### config.mk
export PLATFORM = sky130hd
export DESIGN_NAME = camera_function_control_regs
export DESIGN_NICKNAME = d
export VERILOG_FILES = /design/src/hw/cam_ctrl_pkg.sv /design/src/hw/camera_function_control_regs.sv
export SDC_FILE = /design/constraint.sdc
export NUM_CORES = 1
export LEC_CHECK = 0
export ABC_CLOCK_PERIOD_IN_PS = 2900
export BUFFER_PORTS_ARGS = -buffer_cell sky130_fd_sc_hd__clkbuf_2
export CAP_MARGIN = 10
export CORE_ASPECT_RATIO = 1.2
export CORE_MARGIN = 2
export CORE_UTILIZATION = 43
export CTS_BUF_LIST = sky130_fd_sc_hd__clkbuf_8
export DETAILED_ROUTE_END_ITERATION = 7
export PLACE_DENSITY = 0.82
export SLEW_MARGIN = 15
export SYNTH_ARGS = -nofsm -noshare
export SYNTH_HDL_FRONTEND = slang
export SYNTH_SLANG_ARGS = --single-unit
### constraint.sdc
create_clock -name clk -period 2.9 [get_ports clk]
set_input_delay 0.29 -clock clk [delete_from_list [all_inputs] [get_ports clk]]
set_output_delay 0.29 -clock clk [all_outputs]
set_load 0.01 [all_outputs]
### src/hw/cam_ctrl_pkg.sv
// Constants for the camera function control register bank.
// Assumes the link controller presents quadlet requests with 48-bit destination offsets.
package cam_ctrl_pkg;

  // Bank base and decode
  localparam logic [47:0] BASE_ADDR        = 48'hFFFF_F0F0_0000;
  localparam int          OFFSET_W         = 12;
  localparam logic [11:0] OFF_INITIALIZE   = 12'h000;
  localparam logic [11:0] OFF_FRAME_RATE   = 12'h600;
  localparam logic [11:0] OFF_VIDEO_MODE   = 12'h604;
  localparam logic [11:0] OFF_VIDEO_FORMAT = 12'h608;
  localparam logic [11:0] OFF_ISO_CHAN_SPD = 12'h60C;
  localparam logic [11:0] OFF_CAM_POWER    = 12'h610;
  localparam logic [11:0] OFF_ISO_ENABLE   = 12'h614;
  localparam logic [11:0] OFF_RSVD_618     = 12'h618;
  localparam logic [11:0] OFF_SINGLE_FRAME = 12'h61C;
  localparam logic [11:0] OFF_RSVD_LAST    = 12'h624;

  // Field positions in little-endian bit index; quadlet bit 0 is bit 31
  localparam int SEL_MSB   = 31;  // 3-bit selectors, quadlet bits 0..2
  localparam int SEL_LSB   = 29;
  localparam int CHAN_MSB  = 31;  // channel, quadlet bits 0..3
  localparam int CHAN_LSB  = 28;
  localparam int SPEED_MSB = 25;  // speed, quadlet bits 6..7
  localparam int SPEED_LSB = 24;
  localparam int FLAG_BIT  = 31;  // one-bit flags, quadlet bit 0

  // Reset values
  localparam logic [2:0] RST_SELECTOR = 3'h0;
  localparam logic [3:0] RST_CHANNEL  = 4'h0;
  localparam logic [1:0] RST_SPEED    = 2'h0;
  localparam logic       RST_FLAG     = 1'b0;

  // Speed codes
  localparam logic [1:0] SPEED_S100 = 2'h0;
  localparam logic [1:0] SPEED_S200 = 2'h1;
  localparam logic [1:0] SPEED_S400 = 2'h2;

  // Frame rate code zero
  localparam logic [2:0] RATE_CODE_ZERO = 3'h0;

  // Single-frame sequencer states
  typedef enum logic [1:0] {
    SF_IDLE = 2'b00,
    SF_WAIT = 2'b01,
    SF_SEND = 2'b10
  } single_frame_state_t;

endpackage

### src/hw/camera_function_control_regs.sv
// Camera function control register bank with single-frame sequencer.
// Assumes the link controller issues at most one quadlet request per cycle on clk, and
// the video path reports frame start and end as one-cycle pulses on the same clock.
//
// Overview of operation
// - Registers decode at byte offsets from base FFFF F0F0 0000h.
// - Initialize register at offset zero has no function, reads zero.
// - Frame rate register holds three-bit selector, codes 0 to 7.
// - Video mode register holds three-bit selector, codes 0 to 7.
// - Video format register holds three-bit selector, codes 0 to 7.
// - Four-bit isochronous channel field, bits 4 and 5 reserved.
// - Two-bit speed code: 0 s100, 1 s200, 2 s400.
// - Camera power bit is the on/off state; 1 up, 0 down.
// - Camera power pin follows the power bit one clock later, through a flip-flop.
// - Transmit enable bit starts and stops continuous video transmission.
// - Writing single-frame bit 1 sends exactly one video frame.
// - Single-frame bit clears itself after that frame is fully sent.
// - Single-frame request ignored while transmit enable is 1.
`timescale 1ns/100ps

module camera_function_control_regs (
  input  wire logic        clk,
  input  wire logic        rst,
  input  wire logic        req_valid,
  input  wire logic        req_write,
  input  wire logic [47:0] req_addr,
  input  wire logic [31:0] req_wdata,
  output logic             resp_valid,
  output logic             resp_hit,
  output logic [31:0]      resp_rdata,
  input  wire logic        frame_start,
  input  wire logic        frame_end,
  output logic [2:0]       frame_rate,
  output logic [2:0]       video_mode,
  output logic [2:0]       video_format,
  output logic [3:0]       iso_channel,
  output logic [1:0]       iso_speed,
  output logic             cam_power,
  output logic             video_tx_enable
);

  ////////////////////////////////////////////////////////////////////////////////
  // Address decode

  logic [11:0] offset;
  logic        base_match;
  logic        in_bank;
  logic        wr;
  logic        rd;
  logic        hit_init;
  logic        hit_rate;
  logic        hit_mode;
  logic        hit_format;
  logic        hit_chan;
  logic        hit_power;
  logic        hit_enable;
  logic        hit_single;

  assign offset     = req_addr[11:0];
  assign base_match = (req_addr[47:12] == cam_ctrl_pkg::BASE_ADDR[47:12]);
  // Only quadlet-aligned offsets 000h and 600h..624h belong to this bank
  assign in_bank    = base_match && (offset[1:0] == 2'h0) &&
                      ((offset == cam_ctrl_pkg::OFF_INITIALIZE) ||
                       ((offset >= cam_ctrl_pkg::OFF_FRAME_RATE) &&
                        (offset <= cam_ctrl_pkg::OFF_RSVD_LAST)));
  assign wr         = req_valid && req_write && in_bank;
  assign rd         = req_valid && !req_write;
  assign hit_init   = offset == cam_ctrl_pkg::OFF_INITIALIZE;
  assign hit_rate   = offset == cam_ctrl_pkg::OFF_FRAME_RATE;
  assign hit_mode   = offset == cam_ctrl_pkg::OFF_VIDEO_MODE;
  assign hit_format = offset == cam_ctrl_pkg::OFF_VIDEO_FORMAT;
  assign hit_chan   = offset == cam_ctrl_pkg::OFF_ISO_CHAN_SPD;
  assign hit_power  = offset == cam_ctrl_pkg::OFF_CAM_POWER;
  assign hit_enable = offset == cam_ctrl_pkg::OFF_ISO_ENABLE;
  assign hit_single = offset == cam_ctrl_pkg::OFF_SINGLE_FRAME;

  ////////////////////////////////////////////////////////////////////////////////
  // Storage

  logic [2:0] rate_reg;
  logic [2:0] mode_reg;
  logic [2:0] format_reg;
  logic [3:0] chan_reg;
  logic [1:0] speed_reg;
  logic       power_reg;
  logic       enable_reg;
  logic       single_reg;
  logic       single_next;
  logic       single_req;

  cam_ctrl_pkg::single_frame_state_t sf_state_reg;
  cam_ctrl_pkg::single_frame_state_t sf_state_next;

  always_ff @(posedge clk) begin
    if (rst) begin
      rate_reg <= cam_ctrl_pkg::RST_SELECTOR;
    end else if (wr && hit_rate) begin
      rate_reg <= req_wdata[cam_ctrl_pkg::SEL_MSB:cam_ctrl_pkg::SEL_LSB];
    end
  end

  always_ff @(posedge clk) begin
    if (rst) begin
      mode_reg <= cam_ctrl_pkg::RST_SELECTOR;
    end else if (wr && hit_mode) begin
      mode_reg <= req_wdata[cam_ctrl_pkg::SEL_MSB:cam_ctrl_pkg::SEL_LSB];
    end
  end

  always_ff @(posedge clk) begin
    if (rst) begin
      format_reg <= cam_ctrl_pkg::RST_SELECTOR;
    end else if (wr && hit_format) begin
      format_reg <= req_wdata[cam_ctrl_pkg::SEL_MSB:cam_ctrl_pkg::SEL_LSB];
    end
  end

  // channel and speed; reserved bits 4..5 are dropped on write
  always_ff @(posedge clk) begin
    if (rst) begin
      chan_reg  <= cam_ctrl_pkg::RST_CHANNEL;
      speed_reg <= cam_ctrl_pkg::RST_SPEED;
    end else if (wr && hit_chan) begin
      chan_reg  <= req_wdata[cam_ctrl_pkg::CHAN_MSB:cam_ctrl_pkg::CHAN_LSB];
      speed_reg <= req_wdata[cam_ctrl_pkg::SPEED_MSB:cam_ctrl_pkg::SPEED_LSB];
    end
  end

  always_ff @(posedge clk) begin
    if (rst) begin
      power_reg  <= cam_ctrl_pkg::RST_FLAG;
      enable_reg <= cam_ctrl_pkg::RST_FLAG;
    end else begin
      if (wr && hit_power) begin
        power_reg <= req_wdata[cam_ctrl_pkg::FLAG_BIT];
      end
      if (wr && hit_enable) begin
        enable_reg <= req_wdata[cam_ctrl_pkg::FLAG_BIT];
      end
    end
  end

  ////////////////////////////////////////////////////////////////////////////////
  // Single-frame sequencer
  // A request waits for the next frame start so a partial frame is never sent.

  assign single_req = wr && hit_single && req_wdata[cam_ctrl_pkg::FLAG_BIT] && !enable_reg;

  always_comb begin
    sf_state_next = sf_state_reg;
    single_next   = single_reg;
    unique case (sf_state_reg)
      cam_ctrl_pkg::SF_IDLE: begin
        if (single_req) begin
          sf_state_next = cam_ctrl_pkg::SF_WAIT;
          single_next   = 1'b1;
        end
      end
      cam_ctrl_pkg::SF_WAIT: begin
        if (frame_start) begin
          sf_state_next = cam_ctrl_pkg::SF_SEND;
        end
      end
      cam_ctrl_pkg::SF_SEND: begin
        if (frame_end) begin
          sf_state_next = cam_ctrl_pkg::SF_IDLE;
          single_next   = 1'b0;
        end
      end
      default: begin
        sf_state_next = cam_ctrl_pkg::SF_IDLE;
        single_next   = 1'b0;
      end
    endcase
  end

  always_ff @(posedge clk) begin
    if (rst) begin
      sf_state_reg <= cam_ctrl_pkg::SF_IDLE;
      single_reg   <= cam_ctrl_pkg::RST_FLAG;
    end else begin
      sf_state_reg <= sf_state_next;
      single_reg   <= single_next;
    end
  end

  ////////////////////////////////////////////////////////////////////////////////
  // Read data

  logic [31:0] rdata_mux;

  // MSB-first packing, reserved bits and offsets zero
  assign rdata_mux =
    !in_bank   ? 32'h0000_0000 :
    hit_rate   ? {rate_reg, 29'h0000_0000} :
    hit_mode   ? {mode_reg, 29'h0000_0000} :
    hit_format ? {format_reg, 29'h0000_0000} :
    hit_chan   ? {chan_reg, 2'h0, speed_reg, 24'h00_0000} :
    hit_power  ? {power_reg, 31'h0000_0000} :
    hit_enable ? {enable_reg, 31'h0000_0000} :
    hit_single ? {single_reg, 31'h0000_0000} :
                 32'h0000_0000;

  // One-cycle response to every request; hit low means not this bank
  always_ff @(posedge clk) begin
    if (rst) begin
      resp_valid <= 1'b0;
      resp_hit   <= 1'b0;
      resp_rdata <= 32'h0000_0000;
    end else begin
      resp_valid <= req_valid;
      resp_hit   <= req_valid && in_bank;
      resp_rdata <= rd ? rdata_mux : 32'h0000_0000;
    end
  end

  ////////////////////////////////////////////////////////////////////////////////
  // Outputs, each from a flip-flop

  always_ff @(posedge clk) begin
    if (rst) begin
      frame_rate      <= cam_ctrl_pkg::RST_SELECTOR;
      video_mode      <= cam_ctrl_pkg::RST_SELECTOR;
      video_format    <= cam_ctrl_pkg::RST_SELECTOR;
      iso_channel     <= cam_ctrl_pkg::RST_CHANNEL;
      iso_speed       <= cam_ctrl_pkg::RST_SPEED;
      cam_power       <= cam_ctrl_pkg::RST_FLAG;
      video_tx_enable <= cam_ctrl_pkg::RST_FLAG;
    end else begin
      frame_rate      <= rate_reg;
      video_mode      <= mode_reg;
      video_format    <= format_reg;
      iso_channel     <= chan_reg;
      iso_speed       <= speed_reg;
      cam_power       <= power_reg;
      video_tx_enable <= enable_reg || (sf_state_next == cam_ctrl_pkg::SF_SEND);
    end
  end

  ////////////////////////////////////////////////////////////////////////////////
  // Assertions

  property p_rate_write;
    @(posedge clk) disable iff (rst)
      (wr && hit_rate) |=> ##1 (frame_rate == $past(req_wdata[31:29], 2));
  endproperty
  a_rate_write: assert property (p_rate_write)
    else $error("frame rate output not updated from write");

  property p_init_zero;
    @(posedge clk) disable iff (rst)
      (rd && in_bank && hit_init) |=> (resp_valid && resp_hit && resp_rdata == 32'h0000_0000);
  endproperty
  a_init_zero: assert property (p_init_zero)
    else $error("initialize register read not zero");

  property p_chan_read;
    @(posedge clk) disable iff (rst)
      (rd && in_bank && hit_chan) |=> (resp_rdata[27:26] == 2'h0 && resp_rdata[23:0] == 24'h0
        && resp_rdata[31:28] == $past(chan_reg) && resp_rdata[25:24] == $past(speed_reg));
  endproperty
  a_chan_read: assert property (p_chan_read)
    else $error("channel and speed read back wrong");

  property p_foreign_miss;
    @(posedge clk) disable iff (rst)
      (req_valid && !base_match) |=> (resp_valid && !resp_hit && resp_rdata == 32'h0000_0000);
  endproperty
  a_foreign_miss: assert property (p_foreign_miss)
    else $error("address outside base claimed");

  property p_power_pin;
    @(posedge clk) disable iff (rst)
      (wr && hit_power) |=> ##1 (cam_power == $past(req_wdata[31], 2));
  endproperty
  a_power_pin: assert property (p_power_pin)
    else $error("power pin does not follow power bit");

  property p_enable_tx;
    @(posedge clk) disable iff (rst)
      enable_reg |=> video_tx_enable;
  endproperty
  a_enable_tx: assert property (p_enable_tx)
    else $error("transmit not enabled under continuous enable");

  property p_single_ignored;
    @(posedge clk) disable iff (rst)
      (wr && hit_single && enable_reg && sf_state_reg == cam_ctrl_pkg::SF_IDLE)
        |=> (sf_state_reg == cam_ctrl_pkg::SF_IDLE && !single_reg);
  endproperty
  a_single_ignored: assert property (p_single_ignored)
    else $error("single-frame request taken under continuous enable");

  property p_single_clear;
    @(posedge clk) disable iff (rst)
      (sf_state_reg == cam_ctrl_pkg::SF_SEND && frame_end) |=> (!single_reg ##1 !video_tx_enable
        || enable_reg);
  endproperty
  a_single_clear: assert property (p_single_clear)
    else $error("single-frame bit not cleared after frame");

  property p_single_start;
    @(posedge clk) disable iff (rst)
      (sf_state_reg == cam_ctrl_pkg::SF_WAIT && frame_start) |=> video_tx_enable;
  endproperty
  a_single_start: assert property (p_single_start)
    else $error("single frame not transmitted at frame start");

endmodule // camera_function_control_regs

Yosys cells after proc, flatten, opt, wreduce, memory -nomap -nowiden
Cells that the tools add are included.
{ "totals": {"word_cells": 80, "out_inout_bits": 51, "reg_bits": 71, "in_bits": 86} }
{ "classes": {"n_lt_le_gt_ge": 2, "muxes": 14, "eq_ne": 13, "reduce_logical": 27, "bitwise_logic": 3} }
{ "op_table": {"columns": ["operator", "n"], "rows": [
  ["$mux 32", 7],
  ["$eq 12x11->1 const B", 7],
  ["$eq 36x36->1 const B", 1],
  ["$logic_and 1x1->1", 16],
  ["$ge 12x11->1 const B", 1],
  ["$le 12x11->1 const B", 1],
  ["$logic_not 12->1", 1],
  ["$reduce_or 9->1", 1],
  ["$mux 2", 3],
  ["$pmux 2 s3", 1],
  ["$reduce_or 6->1", 1],
  ["$eq 2x2->1 const B", 2],
  ["$logic_not 2->1", 2],
  ["$ne 2x2->1 const B", 2],
  ["$not 1->1", 3],
  ["$pmux 1 s3", 1],
  ["$reduce_and 3->1", 1],
  ["$reduce_or 3->1", 1],
  ["$eq 2x1->1 const B", 1],
  ["$logic_not 1->1", 2],
  ["$logic_or 1x1->1", 2],
  ["$mux 1", 2]
]} }

Depth between registers and ports, before layout
{ "logic_depth": {"word_depth": 12, "depth_mapped": 6, "ltp_nobuf": 5} }

Least setup slack after synthesis
OpenSTA, ideal clock, no wires.
{ "synth_timing": {"path_type": "input -> register", "from": "in req_addr[0]", "to": "reg chan_reg[0]", "n_path_buf": 0, "required_ps": 2779, "arrival_ps": 2222, "path_stages": 5, "setup_ps": 121, "setup_slack_ps": 557, "path_cell_list": "or4_1 -> or3_1 -> or4_4 -> nor2_4 -> mux2_2"} }
{ "synth_via": {"elab_chain_cells": 6, "word_cells_on_any_way": 11, "classes_between": "2 x order compare; 1 x eq/ne; 8 x reduce/logical"} }
{ "synth_rtl": {"columns": ["element", "line", "source"], "rows": [
  ["start: declaration", "camera_function_control_regs.sv:26", "input wire logic [47:0] req_addr,"],
  ["$ge 12x11->1 / $le 12x11->1 (equally long branches)", "camera_function_control_regs.sv:64, camera_function_control_regs.sv:65", null],
  ["$logic_and 1x1->1", "camera_function_control_regs.sv:64", "((offset >= cam_ctrl_pkg::OFF_FRAME_RATE) &&"],
  ["$logic_or 1x1->1", "camera_function_control_regs.sv:63", "((offset == cam_ctrl_pkg::OFF_INITIALIZE) ||"],
  ["$logic_and 1x1->1", "camera_function_control_regs.sv:62", "assign in_bank = base_match && (offset[1:0] == 2'h0) &&"],
  ["$logic_and 1x1->1", "camera_function_control_regs.sv:66", "assign wr = req_valid && req_write && in_bank;"],
  ["$logic_and 1x1->1 *", "camera_function_control_regs.sv:123", "end else if (wr && hit_chan) begin"],
  ["end signal: assignment", "camera_function_control_regs.sv:121", "chan_reg <= cam_ctrl_pkg::RST_CHANNEL;"],
  ["end signal: assignment", "camera_function_control_regs.sv:124", "chan_reg <= req_wdata[cam_ctrl_pkg::CHAN_MSB:cam_ctrl_pkg::CHAN_LSB];"],
  ["end: declaration", "camera_function_control_regs.sv:83", "logic [3:0] chan_reg;"]
]} }
Mark *: on every way between the ends. The rest lies on a longest branch, timed or not.
A chain may end at the register's enable or synchronous reset.

Worst setup path after layout
{ "layout_timing": {"from": "in req_addr[0]", "to": "reg speed_reg[1]"} }
{ "layout_via": {"elab_chain_cells": 6, "word_cells_on_any_way": 11, "classes_between": "2 x order compare; 1 x eq/ne; 8 x reduce/logical"} }
{ "layout_rtl": {"columns": ["element", "line", "source"], "rows": [
  ["$ge 12x11->1 / $le 12x11->1 (equally long branches)", "camera_function_control_regs.sv:64, camera_function_control_regs.sv:65", null],
  ["$logic_and 1x1->1", "camera_function_control_regs.sv:64", null],
  ["$logic_or 1x1->1", "camera_function_control_regs.sv:63", null],
  ["$logic_and 1x1->1", "camera_function_control_regs.sv:62", null],
  ["$logic_and 1x1->1", "camera_function_control_regs.sv:66", null],
  ["$logic_and 1x1->1 *", "camera_function_control_regs.sv:123", null],
  ["end signal: assignment", "camera_function_control_regs.sv:122", "speed_reg <= cam_ctrl_pkg::RST_SPEED;"],
  ["end signal: assignment", "camera_function_control_regs.sv:125", "speed_reg <= req_wdata[cam_ctrl_pkg::SPEED_MSB:cam_ctrl_pkg::SPEED_LSB];"],
  ["end: declaration", "camera_function_control_regs.sv:84", "logic [1:0] speed_reg;"]
]} }
Marks and branches as above.

==> flow_summary.json <==
{
  "grt_first_pass_wirelength_um": 6910,
  "post_cts_buffers": 0,
  "ant_nets": 0,
  "vias_per_cell": 4.75,
  "hold_end": "resp_valid",
  "netlist_instances": 211,
  "coreArea_um2": 4560,
  "synth_edf_count": 0,
  "die_y_um": 79.3,
  "area_growth_pct": 23.5,
  "p_per_area_nw_per_um2": 447,
  "cts_resized": 0,
  "numCtsBuffers": 5,
  "hold_violations": 0,
  "clock_sink_count": 45,
  "clockRootBuffer": "clkbuf_8",
  "status": "completed",
  "die_w_um": 66.8,
  "reg2reg_to": "resp_rdata[31]",
  "clock.fmax_ghz": 0.439,
  "maxCapViolations": 0,
  "setup_viol": 0,
  "clk_pin_slew_ns": 0.08,
  "rows": 27,
  "antenna_found_initial": 0,
  "hold_path_depth": 2,
  "synth_top_flop_cell": "dfxtp_1",
  "yosys_warnings": 0,
  "period_needed_ns": 2.28,
  "grt_remaining_overflow": 0,
  "worstReg2RegStart": "chan_reg[3]",
  "pin_count": 137,
  "finalWorstSetupSlack_ns": 0.623,
  "gp_congestion": 0.751,
  "synth_area_leaders": "dfxtp_1 44%, buf_4 9.6%, mux2i_1 6.4%",
  "num_vias": 1686,
  "drc": 0,
  "insertion_delay_ns": 0.29,
  "synth_top_area_cell": "dfxtp_1",
  "post-place-ws_ns": 0.291,
  "cp.required_ns": 3.09,
  "cp_max_fo": 6,
  "drtPass1Iterations": 4,
  "setup_tns_ns": 0,
  "grt_max_degree": 31,
  "ys_seq_area_share_pct": 44.3,
  "grt_pass1_vias": 1608,
  "hp-class": "input pin to flip-flop",
  "path_class": "input pin to flip-flop",
  "finalCritPeriodShare_pct": 78.5,
  "wl_um": 4200,
  "r2r_setup_slack_ns": 1.78,
  "hpwlAfterDp_um": 3400,
  "fin_skew_ns": 0.00815,
  "drt_iter0_drc": 93,
  "layout_commonest_cell": "clkbuf_2",
  "syn-cell-area_um2": 2030,
  "start_util_pct": 44.6,
  "layout_common_cells": "84 x clkbuf_2, 45 x dfxtp_1, 26 x conb_1",
  "htree_levels": 2,
  "ys_seq_elements": 45,
  "routedWlPerCell_um": 11.8,
  "grt_usage_pct": 17.0,
  "power_leakage_nw": 1.23,
  "r2r_cells": 4,
  "max-clock-path-buffers": 2,
  "io_buffers": 84,
  "worst_ir_drop_vdd_mv": 0.385,
  "largest_reg_flops": 6,
  "ys_types": 38,
  "start_kind": "input pin",
  "cts_tree": "done",
  "async_reset_ff_share_pct": 0,
  "n_antenna_cell": 0,
  "dieArea_um2": 5300,
  "num-nets-final": 382,
  "cts_hold_buf": 0,
  "min_from": "req_valid",
  "syn_area_per_cell_um2": 9.64,
  "crit_path_end_kind": "flip-flop",
  "synth_top_area_share_pct": 44.3,
  "crit_arrival_ns": 2.47,
  "rsz0062_at_grt": "false",
  "final_max_slew_viol_count": 0,
  "drive_above_1_share_pct": 35.4
}
-- cells by family (layout without fill, tap and decap cells) --
family                 after synthesis  in the layout  synth area share (%)
AND/OR/NAND/NOR                     81             81                  25.2
buffers and inverters               51            112                  14.2
flip-flops                          45             45                  44.3
multiplexers                        19             19                  11.4
AO/OA/AOI/OAI                       14             14                  4.68
other                                1             26                 0.184
-- how the worst max path moves through the flow --
stage,slack [ns],endpoint,start
final,0.62,speed_reg[1],req_addr[0]
after global routing,0.54,chan_reg[0],req_addr[0]
after CTS,0.61,chan_reg[0],req_addr[0]
after detailed placement,0.29,chan_reg[0],req_addr[0]
after global placement,0.32,speed_reg[0],req_addr[0]
after floorplan,0.56,chan_reg[0],req_addr[0]
-- synthesized netlist by cell type (4+ instances only) --
cell	number
nand2b_1	16
nand2_1	5
nor2_1	16
buf_4	26
nand4_1	8
nor4bb_1	4
inv_1	19
clkbuf_1	5
mux2i_1	13
dfxtp_1	45
nor2b_1	5
a21oi_1	4
-- layer usage --
metal | GRT usage (%) | up-vias | routed length [um]
li1 | - | 844 | -
met1 | 19.7 | 786 | 1740
met2 | 29.3 | 50 | 2180
met3 | 4.11 | 6 | 226
met4 | 6.94 | 0 | 53
met5 | 0 | - | 0
-- area by class of cell --
class / count / area [um2]
Fill cell: 453 / 2050
Clock buffer: 7 / 96.3
Sequential cell: 45 / 901
Inverter: 19 / 71.3
Tap cell: 58 / 72.6
Timing Repair Buffer: 85 / 428
Multi-Input combinational cell: 140 / 937
Clock inverter: 1 / 5.00
-- per-stage QoR --
step / util, % / total power [mW] / instance area [um2] / instances / hold slack, ns
final: 55.1 / 1.12 / 2510 / 355 / 0.212
after global routing: 55.1 / 1.17 / 2510 / 355 / 0.230
after CTS: 55.1 / 1.13 / 2510 / 355 / 0.210
after detailed placement: 52.8 / 0.725 / 2410 / 347 / 0.438
after global placement: 52.8 / 0.724 / 2410 / 347 / 0.419
after floorplan: - / 0.704 / 2130 / 236 / 0.416
-- report_power, final --
group | leakage (nW) | switching (mW) | internal, mW
Sequential | 0.362 | 0.000148 | 0.618
Clock | 0.0542 | 0.197 | 0.215
Combinational | 0.813 | 0.0499 | 0.0430
Total | 1.23 | 0.247 | 0.876
-- worst max-delay path: stages --
cell and delay (ns):
clkbuf_2 0.09, or4_1 0.55, or3_1 0.37, or4_4 0.53, nor2_4 0.27, mux2_2 0.36
(Power assumes the default switching activity.)
